File: src/verilog/dram_ctl_defs.svh
// timing counts and field widths for the dram command-side block
`ifndef DRAM_CTL_DEFS_SVH
`define DRAM_CTL_DEFS_SVH
`define CLK_PERIOD_PS   25000
`define T_RP_PS         13750
`define T_RP_CYC        (((`T_RP_PS) + (`CLK_PERIOD_PS) - 1) / (`CLK_PERIOD_PS))
`define T_RFC_PS        350000
`define T_RFC_CYC       (((`T_RFC_PS) + (`CLK_PERIOD_PS) - 1) / (`CLK_PERIOD_PS))
`define T_XS_EXTRA_PS   10000
`define T_XS_CYC        (((`T_RFC_PS) + (`T_XS_EXTRA_PS) + (`CLK_PERIOD_PS) - 1) / (`CLK_PERIOD_PS))
`define T_XSA_PS        50000
`define T_XSA_CYC       (((`T_XSA_PS) + (`CLK_PERIOD_PS) - 1) / (`CLK_PERIOD_PS))
`define T_CKE_PS        5000
`define T_CKE_CYC       1
`define T_SRREF_PS      7800000
`define T_SRREF_CYC     ((`T_SRREF_PS) / (`CLK_PERIOD_PS))
`define TMR_W           9
`define NBANK           16
`define ROW_W           18
`endif

File: src/verilog/dram_ctl_pkg.sv
// types shared by the dram command-side block
package dram_ctl_pkg;
    typedef enum logic [2:0] {
        CMD_NOP = 3'b000,
        CMD_ACT = 3'b001,
        CMD_PRE = 3'b010,
        CMD_PREA = 3'b011,
        CMD_REF = 3'b100,
        CMD_SRE = 3'b101,
        CMD_RW = 3'b110
    } cmd_e;
    typedef enum logic [1:0] {
        ST_NORM = 2'b00,
        ST_REF  = 2'b01,
        ST_SR   = 2'b10,
        ST_XS   = 2'b11
    } mode_e;
endpackage : dram_ctl_pkg
File: src/verilog/cmd_if.sv
// decoded command carried from decoder to controller
`timescale 1ns/1ps
interface cmd_if;
    import dram_ctl_pkg::*;
    cmd_e       cmd;
    logic [3:0] bank;
    logic [17:0] row;
    modport src (output cmd, output bank, output row);
    modport dst (input cmd, input bank, input row);
endinterface : cmd_if

File: src/verilog/cmd_decode.sv
// decoder of control pins into one command
`timescale 1ns/1ps
`include "dram_ctl_defs.svh"
module cmd_decode
    import dram_ctl_pkg::*;
(
    input  wire logic        cs_n,     // chip select
    input  wire logic        act_n,    // activate strobe
    input  wire logic        ras_n,    // ras / a16
    input  wire logic        cas_n,    // cas / a15
    input  wire logic        we_n,     // we / a14
    input  wire logic        cke,      // clock enable
    input  wire logic        a10,      // all-bank select
    input  wire logic [1:0]  bg,       // bank group
    input  wire logic [1:0]  ba,       // bank address
    input  wire logic [17:0] addr,     // row address
    cmd_if.src               dec       // decoded command
);
    always_comb begin
        dec.cmd  = CMD_NOP;
        dec.bank = {bg, ba};
        dec.row  = addr;
        if (!cs_n) begin
            if (!act_n) begin
                dec.cmd = CMD_ACT;
            end else if (!ras_n && cas_n && !we_n) begin
                dec.cmd = a10 ? CMD_PREA : CMD_PRE;
            end else if (!ras_n && !cas_n && we_n) begin
                dec.cmd = cke ? CMD_REF : CMD_SRE;
            end else if (ras_n && !cas_n) begin
                dec.cmd = CMD_RW;
            end
        end
    end
endmodule : cmd_decode

File: src/verilog/dram_bank_ctl.sv
// bank state, refresh and self-refresh control of the dram
//
// The placing of the registers and strobed register access were decided locally.
`timescale 1ns/1ps
`include "dram_ctl_defs.svh"
module dram_bank_ctl
    import dram_ctl_pkg::*;
(
    input  wire logic        clk,          // 40 mhz clock
    input  wire logic        reset,        // sync reset, active high
    input  wire logic        cs_n,         // chip select
    input  wire logic        act_n,        // activate strobe
    input  wire logic        ras_n,        // ras / a16
    input  wire logic        cas_n,        // cas / a15
    input  wire logic        we_n,         // we / a14
    input  wire logic        cke,          // clock enable
    input  wire logic [1:0]  bg,           // bank group
    input  wire logic [1:0]  ba,           // bank address
    input  wire logic [17:0] addr,         // address, a10 selects all
    input  wire logic        sr_abort_en,  // self-refresh abort enable
    input  wire logic [3:0]  rd_addr,      // register read address
    input  wire logic        rd_stb,       // register read strobe
    output logic [31:0]      rd_data,      // register read data
    output logic [15:0]      bank_open,    // per-bank open row
    output logic [15:0]      bank_busy,    // per-bank precharge timing
    output logic             in_self_ref,  // self-refresh residency
    output logic             odt_off,      // termination forced hi-z
    output logic             dll_off,      // dll disabled
    output logic             dll_rst,      // dll reset pulse on exit
    output logic             ref_busy,     // refresh cycle running
    output logic [17:0]      ref_row,      // internal refresh row
    output logic             cmd_blocked,  // exit or refresh wait active
    output logic             viol          // sticky illegal command
);
    localparam logic [8:0] TRP  = 9'(`T_RP_CYC);
    localparam logic [8:0] TRFC = 9'(`T_RFC_CYC);
    localparam logic [8:0] TXS  = 9'(`T_XS_CYC);
    localparam logic [8:0] TXSA = 9'(`T_XSA_CYC);
    localparam logic [18:0] TSRREF = 19'(`T_SRREF_CYC);

    cmd_if dec ();

    cmd_decode u_dec (
        .cs_n  (cs_n),
        .act_n (act_n),
        .ras_n (ras_n),
        .cas_n (cas_n),
        .we_n  (we_n),
        .cke   (cke),
        .a10   (addr[10]),
        .bg    (bg),
        .ba    (ba),
        .addr  (addr),
        .dec   (dec)
    );

    mode_e        mode_r;
    logic [8:0]   wait_r;
    logic [18:0]  srt_r;
    logic         sr_ref_pend_r;
    logic         need_ref_r;
    logic [17:0]  open_row_r [16];
    logic [8:0]   prt_r [16];
    logic         bad;
    logic         all_idle;
    logic         cmd_live;

    // control pins count only in normal mode with cke high, except self-refresh entry, which is taken with cke low
    assign cmd_live = (mode_r == ST_NORM) && cke;

    always_comb begin
        all_idle = 1'b1;
        for (int i = 0; i < 16; i++) begin
            if (bank_open[i] || prt_r[i] != 9'h000) begin
                all_idle = 1'b0;
            end
        end
    end

    // per-bank open state and trp timers
    for (genvar b = 0; b < 16; b++) begin : g_bank
        logic hit;
        assign hit = dec.bank == 4'(b);
        always_ff @(posedge clk) begin
            if (reset) begin
                bank_open[b]  <= 1'b0;
                bank_busy[b]  <= 1'b0;
                prt_r[b]      <= 9'h000;
                open_row_r[b] <= 18'h00000;
            end else if (cmd_live && dec.cmd == CMD_ACT && hit
                         && !bank_open[b] && prt_r[b] == 9'h000) begin
                bank_open[b]  <= 1'b1;
                open_row_r[b] <= dec.row;
            end else if (cmd_live && ((dec.cmd == CMD_PRE && hit)
                         || dec.cmd == CMD_PREA)) begin
                bank_open[b] <= 1'b0;
                prt_r[b]     <= TRP;
                bank_busy[b] <= TRP != 9'h000;
            end else if (prt_r[b] != 9'h000) begin
                // bank idle after trp
                // busy mirrors a running timer so act refusals match it
                prt_r[b]     <= prt_r[b] - 9'h001;
                bank_busy[b] <= prt_r[b] != 9'h001;
            end
        end
    end

    // command legality against bank state
    always_comb begin
        bad = 1'b0;
        if (cke && !cs_n && mode_r != ST_NORM && mode_r != ST_SR) begin
            // only deselect during trfc or txs
            bad = 1'b1;
        end else if (mode_r == ST_NORM && !cke && !cs_n
                     && dec.cmd == CMD_SRE) begin
            // entry refused while a refresh is owed
            bad = !all_idle || need_ref_r;
        end else if (cmd_live) begin
            unique case (dec.cmd)
                // act to open or precharging bank
                CMD_ACT: bad = bank_open[dec.bank]
                               || prt_r[dec.bank] != 9'h000;
                CMD_RW:  bad = !bank_open[dec.bank];
                // banks idle before refresh or entry
                CMD_REF: bad = !all_idle;
                CMD_SRE: bad = !all_idle || need_ref_r;
                CMD_PRE, CMD_PREA, CMD_NOP: bad = 1'b0;
            endcase
        end
    end

    always_ff @(posedge clk) begin
        if (reset) begin
            viol <= 1'b0;
        end else if (bad) begin
            viol <= 1'b1;
        end
    end

    // mode sequencing: refresh, self-refresh, exit wait
    always_ff @(posedge clk) begin
        if (reset) begin
            mode_r <= ST_NORM;
            wait_r <= 9'h000;
        end else begin
            unique case (mode_r)
                ST_NORM: begin
                    if (cmd_live && dec.cmd == CMD_REF && all_idle) begin
                        mode_r <= ST_REF;
                        wait_r <= TRFC;
                    end else if (!cke && !cs_n && dec.cmd == CMD_SRE
                                 && all_idle && !need_ref_r) begin
                        mode_r <= ST_SR;
                    end
                end
                ST_REF: begin
                    if (wait_r <= 9'h001) begin
                        mode_r <= ST_NORM;
                        wait_r <= 9'h000;
                    end else begin
                        wait_r <= wait_r - 9'h001;
                    end
                end
                ST_SR: begin
                    if (cke) begin
                        mode_r <= ST_XS;
                        wait_r <= sr_abort_en ? TXSA : TXS;
                    end
                end
                ST_XS: begin
                    if (wait_r <= 9'h001) begin
                        mode_r <= ST_NORM;
                        wait_r <= 9'h000;
                    end else begin
                        wait_r <= wait_r - 9'h001;
                    end
                end
            endcase
        end
    end

    // extra refresh owed after each exit
    always_ff @(posedge clk) begin
        if (reset) begin
            need_ref_r <= 1'b0;
        end else if (mode_r == ST_SR && cke) begin
            need_ref_r <= 1'b1;
        end else if (mode_r == ST_REF) begin
            need_ref_r <= 1'b0;
        end
    end

    // first internal refresh at once, then timer
    always_ff @(posedge clk) begin
        if (reset) begin
            srt_r         <= 19'h00000;
            sr_ref_pend_r <= 1'b0;
        end else if (mode_r != ST_SR) begin
            srt_r         <= 19'h00000;
            sr_ref_pend_r <= mode_r == ST_NORM && !cke && !cs_n
                             && dec.cmd == CMD_SRE && all_idle
                             && !need_ref_r;
        end else if (srt_r >= TSRREF - 19'h00001) begin
            srt_r         <= 19'h00000;
            sr_ref_pend_r <= 1'b1;
        end else begin
            srt_r         <= srt_r + 19'h00001;
            sr_ref_pend_r <= 1'b0;
        end
    end

    always_ff @(posedge clk) begin
        if (reset) begin
            ref_row <= 18'h00000;
        end else if ((mode_r == ST_NORM && cmd_live
                      && dec.cmd == CMD_REF && all_idle)
                     || sr_ref_pend_r) begin
            ref_row <= ref_row + 18'h00001;
        end else if (mode_r == ST_SR && cke && sr_abort_en
                     && srt_r == 19'h00000 && !sr_ref_pend_r) begin
            ref_row <= ref_row - 18'h00001;
        end
    end

    always_ff @(posedge clk) begin
        if (reset) begin
            in_self_ref <= 1'b0;
            odt_off     <= 1'b0;
            dll_off     <= 1'b0;
            dll_rst     <= 1'b0;
        end else begin
            in_self_ref <= mode_r == ST_SR && !cke;
            odt_off     <= mode_r == ST_SR && !cke;
            dll_off     <= mode_r == ST_SR && !cke;
            dll_rst     <= mode_r == ST_SR && cke;
        end
    end

    always_ff @(posedge clk) begin
        if (reset) begin
            ref_busy    <= 1'b0;
            cmd_blocked <= 1'b0;
        end else begin
            ref_busy    <= mode_r == ST_REF || sr_ref_pend_r;
            cmd_blocked <= mode_r == ST_REF || mode_r == ST_XS;
        end
    end

    // status readout: strobe selects state, otherwise open row of bank rd_addr 0..15
    always_ff @(posedge clk) begin
        if (reset) begin
            rd_data <= 32'h00000000;
        end else if (rd_stb) begin
            rd_data <= {12'h000, need_ref_r, viol, mode_r, bank_open};
        end else begin
            rd_data <= {14'h0000, open_row_r[rd_addr]};
        end
    end
endmodule : dram_bank_ctl

File: config.mk
export PLATFORM = sky130hd
export DESIGN_NAME = dram_bank_ctl
export DESIGN_NICKNAME = d
export VERILOG_FILES = /design/src/verilog/dram_ctl_pkg.sv /design/src/verilog/cmd_if.sv /design/src/verilog/cmd_decode.sv /design/src/verilog/dram_bank_ctl.sv
export VERILOG_INCLUDE_DIRS = /design/src /design/src/verilog
export SDC_FILE = /design/constraint.sdc
export NUM_CORES = 1
export LEC_CHECK = 0
export BUFFER_PORTS_ARGS = -buffer_cell sky130_fd_sc_hd__buf_2
export CELL_PAD_IN_SITES_DETAIL_PLACEMENT = 1
export CELL_PAD_IN_SITES_GLOBAL_PLACEMENT = 2
export CORE_MARGIN = 5
export CORE_UTILIZATION = 40
export DETAILED_ROUTE_END_ITERATION = 10
export PLACE_DENSITY = 0.84
export SETUP_SLACK_MARGIN = 0.05
export SLEW_MARGIN = 20
export SYNTH_ARGS = -nofsm -noshare
export SYNTH_HDL_FRONTEND = slang
export SYNTH_SLANG_ARGS = --single-unit
File: constraint.sdc
create_clock -name clk -period 11.87 [get_ports clk]
set_clock_uncertainty 0.15 [all_clocks]
set_input_delay 1.7805 -clock clk [delete_from_list [all_inputs] [get_ports clk]]
set_output_delay 1.7805 -clock clk [all_outputs]
set_load 0.005 [all_outputs]
# == Word-level counts from Yosys, hierarchy flattened ==
# Memory sizes are Yosys's and may differ from the RTL's.
# Cells that the tools add are included.
# Widths: inputs -> output; s select.
# word_totals
ff_bits,119
ram_bits,432
input_bits,36
output_inout_bits,89
elab_cells,797
n_memories,2
# op_classes
addsub,20
order_cmp,3
eq_ne,45
mux,352
bitwise_logic,65
n_reduce_logical,265
# mem_list
name,words,width,read_ports,rd_ports_with_merged_regs,wr,line_no,text
open_row_r,16,18,1,0,16,dram_bank_ctl.sv:62,logic [17:0] open_row_r [16];
prt_r,16,9,17,0,16,dram_bank_ctl.sv:63,logic [8:0] prt_r [16];
# op_table
cell,count
$mux 18,19
$mux 9,35
$mux 1,284
$reduce_bool 9->1,17
$sub 9x1->9 const B,17
$logic_not 9->1,16
$ne 9x1->1 const B,16
$logic_and 1x1->1,109
$reduce_bool 2->1,35
$or 1x1->1,48
$logic_or 1x1->1,37
$reduce_and 2->1,17
$eq 4x4->1 const B,8
$pmux 9 s3,1
$logic_not 1->1,25
$add 19x1->19 const B,1
$ge 19x9->1 const B,1
$logic_not 19->1,1
$add 18x1->18 const B,1
$sub 18x1->18 const B,1
$not 1->1,17
$eq 4x3->1 const B,4
$mux 3,5
$eq 3x3->1 const B,3
22 further kinds,32

# == Logic depth before layout (Yosys ltp) ==
# An unclocked memory read counts as a cell.
# depth
word_depth,25
ltp_mapped,16
ltp_nobuf,15

# == Modules after synthesis ==
# A second synthesis with hierarchy kept.
# unflattened
hier_cells,2145
hier_area_um2,26384.1
# modules_own_cells
mod,n_inst,cells_per_inst,area_per_inst_um2,seq_area_each_um2
dram_bank_ctl,1,2114,26155.1,15114.5
cmd_decode,1,31,229.0,0.0

# == Least setup slack after synthesis ==
# No wires, ideal clock.
# synth_path
kind,in2reg
start,input port cke
end,memory prt_r[13][0] (data pin)
setup_ns,0.369
t_arrival_ns,5.316
required_time_ns,11.351
setup_slack_ns,6.035
stages,7
path_buffers,1
cell_sequence,or3b_1 -> a21oi_2 -> o211ai_1 -> or3_1 -> clkbuf_1 -> o41ai_1 -> o22ai_1
# synth_lines
element,line_no,text
start: declaration,dram_bank_ctl.sv:16,"input wire logic cke,"
end: declaration,dram_bank_ctl.sv:63,

==> impl_metrics.json <==
{
  "cts_tree": "yes",
  "nets": 2350,
  "clock.fmax_ghz": 0.179,
  "slew_headroom_pct": 23.5,
  "cts_buffers": 59,
  "synthMuxAreaShare_pct": 9.63,
  "area_growth_pct": 13.8,
  "num_vias": 17945,
  "ys_seq_elements": 539,
  "gp_congestion": 0.837,
  "final_cells": 3172,
  "synth_compound_area_share_pct": 5.64,
  "die_height_um": 267,
  "vdd.ir_drop.worst_v": 0.000114,
  "r2r_cells": 16,
  "grt_max_degree": 58,
  "ios": 125,
  "postCtsHoldBufs": 0,
  "grt_setup_unrepaired": "no",
  "dp_hpwl_mm": 50.2,
  "hold_viol_final": 0,
  "drt-initial-drc-count": 1415,
  "setup_viol": 0,
  "drt-vias-per-instance": 5.66,
  "tns_ps": 0,
  "fin_area_mm2": 0.0301,
  "dp.cells": 3058,
  "drive_above_1_share_pct": 16.6,
  "synth_xor_xnor_area_share_pct": 3.54,
  "port_buffers": 112,
  "start_util_pct": 40.3,
  "tightestPinTransition_ps": 1140,
  "p_leak_nw": 11.8,
  "ys_warn_count": 0,
  "first_pass_iters": 5,
  "path_clk_slew_ps": 60,
  "synthArstFlopShare_pct": 0,
  "hold_ws_ps": 309,
  "synth.avg_cell_area_um2": 12.4,
  "ys_seq_area_share_pct": 57.1,
  "cts_sinks": 539,
  "synth_cell_type_count": 75,
  "clock_latency_ps": 650,
  "ys_top_cells_by_area": "edfxtp_1 49%, dfxtp_1 8.1%, mux4_2 8.1%, and2_1 7.2%, nor2_1 3.5%",
  "outcome": "complete, no violations",
  "wire_per_inst_um": 24.6,
  "core_mm2": 0.0657,
  "hold_depth": 1,
  "antenna_found_initial": 6,
  "synth.cell_area_mm2": 0.0265,
  "root_buffer": "clkbuf_16",
  "yosys.area_share.simple_pct": 18.6,
  "synth_top_family_by_area": "simple AND/OR/NAND/NOR gates",
  "netlist_instances": 2136,
  "place_ws_ps": 6220,
  "gr-total-overflow": 0,
  "fin_ws_ps": 6280,
  "placed_area_mm2": 0.0281,
  "hp-class": "reg -> reg",
  "fin_util_pct": 45.8,
  "grt_pass1_vias": 19003,
  "synth_edf_count": 432,
  "path_max_fanout": 19,
  "synth_top_area_cell": "edfxtp_1",
  "drv_cap": 0,
  "p_per_area_mw_per_mm2": 196,
  "cp.required_ps": 12280,
  "p_total_mw": 5.90,
  "crit_path_max_incr_delay_ps": 650,
  "cp-start-kind": "flop",
  "cpMaxStageDelayCell": "nor4_4",
  "final_max_slew_viol_count": 0,
  "dieArea_mm2": 0.0714,
  "synth_top_cell_area_share_pct": 49.0,
  "clock_path_buffers": 3,
  "crit_arrival_ps": 6000,
  "path_class": "reg -> reg",
  "period_needed_ps": 5590,
  "synth-adder-area-share_pct": 2.82,
  "synth-main-ff-cell": "edfxtp_1",
  "drc": 0,
  "end_kind": "flop",
  "postCtsSetupBuffers": 0,
  "wl_mm": 78.1,
  "cts.repair.resized": 0,
  "h-tree-depth": 2,
  "path_cells": "inv_1 > ha_1 > or4b_1 > nor3_1 > nand4_1 > nor4_4 > a21oi_2 > buf_4 > ha_1 > nor3_1 > or4_1 > o211a_1 > o21ai_0 > a41oi_1 > or4_4 > o211ai_2",
  "fp.dieW_um": 267,
  "grt_use_total_pct": 21.4,
  "final_antenna_net_count": 0,
  "num_rows": 94,
  "grt_pass1_wl_mm": 117,
  "fin_crit_sh_pct": 47.1
}
[placed cells by master, fill, tap and decap left out, types with 11 or more instances in the layout]
cell | Yosys | routed
a21o_1 | 20 | 20
a21oi_1 | 54 | 54
a31oi_1 | 12 | 12
and2_1 | 303 | 303
and3_1 | 13 | 13
buf_2 | 4 | 110
buf_4 | 14 | 38
clkbuf_1 | 78 | 18
clkbuf_16 | 0 | 60
clkinv_2 | 0 | 11
conb_1 | 1 | 22
dfxtp_1 | 107 | 107
edfxtp_1 | 432 | 432
ha_1 | 58 | 58
inv_1 | 61 | 60
mux2i_1 | 41 | 41
mux4_2 | 95 | 95
nand2_1 | 96 | 96
nand2b_1 | 21 | 21
nand3_1 | 25 | 25
nor2_1 | 246 | 244
nor3_1 | 56 | 56
nor4_1 | 33 | 33
o21ai_0 | 36 | 34
o22ai_1 | 14 | 14
o31ai_1 | 16 | 16
or4_1 | 33 | 33
xnor2_1 | 81 | 81
xor2_1 | 26 | 26
[path summary, 6_finish.rpt]
path / startpoint / to / slack (ps)
worst max-delay path: prt_r[11][0]$_DFFE_PP_ / ref_row[17]$_SDFFE_PP0P_ / 6280
worst min-delay path: srt_r[0]$_SDFF_PP0_ / srt_r[0]$_SDFF_PP0_ / 310
worst max register to register: prt_r[11][0]$_DFFE_PP_ / ref_row[17]$_SDFFE_PP0P_ / 6280
worst min register to register: srt_r[0]$_SDFF_PP0_ / srt_r[0]$_SDFF_PP0_ / 310
[routing by layer]
| layer | wire length (um) | part of all wire (%) | vias up | global-route usage, % |
|---|---|---|---|---|
| li1 | - | - | 8042 | - |
| met1 | 32600 | 42 | 9230 | 28.2 |
| met2 | 38200 | 49 | 544 | 36.5 |
| met3 | 5380 | 6.9 | 127 | 4.20 |
| met4 | 1880 | 2.4 | 2 | 5.91 |
| met5 | 12 | 0.015 | - | 0 |
[sequential cells by signal (all words and copies together), names as in the netlist, 2 cells and up]
register / count
open_row_r: 288
prt_r: 144
rd_data: 20
srt_r: 19
ref_row: 18
bank_busy: 16
bank_open: 16
wait_r: 9
mode_r: 2
[cell type report]
cell class                      instances  area [um^2]
Multi-Input combinational cell       1446        10900
Antenna cell                            2         5.00
Clock inverter                         30          390
Clock buffer                           82         1620
Inverter                               61          229
Tap cell                              864         1080
Fill cell                            6828        35600
Sequential cell                       539        15100
Timing Repair Buffer                  148          836
[critical path: cells and delay by family (launching register included)]
kind	cells	cell delay, ps
compound gates	5	960
fa+ha+maj	2	640
buf+inv	2	330
flops	1	450
simple gates	7	2950
[Yosys cell counts, drive strengths merged (17+ instances only)]
cell type    n
mux4        95
xor2        26
nand2       96
edfxtp     432
ha          58
xnor2       81
o31ai       17
nand2b      21
buf         33
dfxtp      107
o21ai       37
and2       305
nor4        41
nand3       25
or4         37
mux2i       41
nor3        56
clkbuf      78
a21oi       56
nor2       250
a21o        20
inv         61
[where the power goes]
part           internal, mW  switching (mW)
clock network          1.13           0.793
logic                 0.544           0.825
registers              2.38           0.226
total                  4.06            1.85
[cell families after synthesis]
logic type	after synthesis
and+or+nand+nor	900
DFF	539
AOI/OAI and AO/OA	222
buffers and inverters	172
muxes	136
xor gates and xnor gates	107
adders and majority gates	59
other	1
No activity file was read; power rests on OpenSTA's default activity.
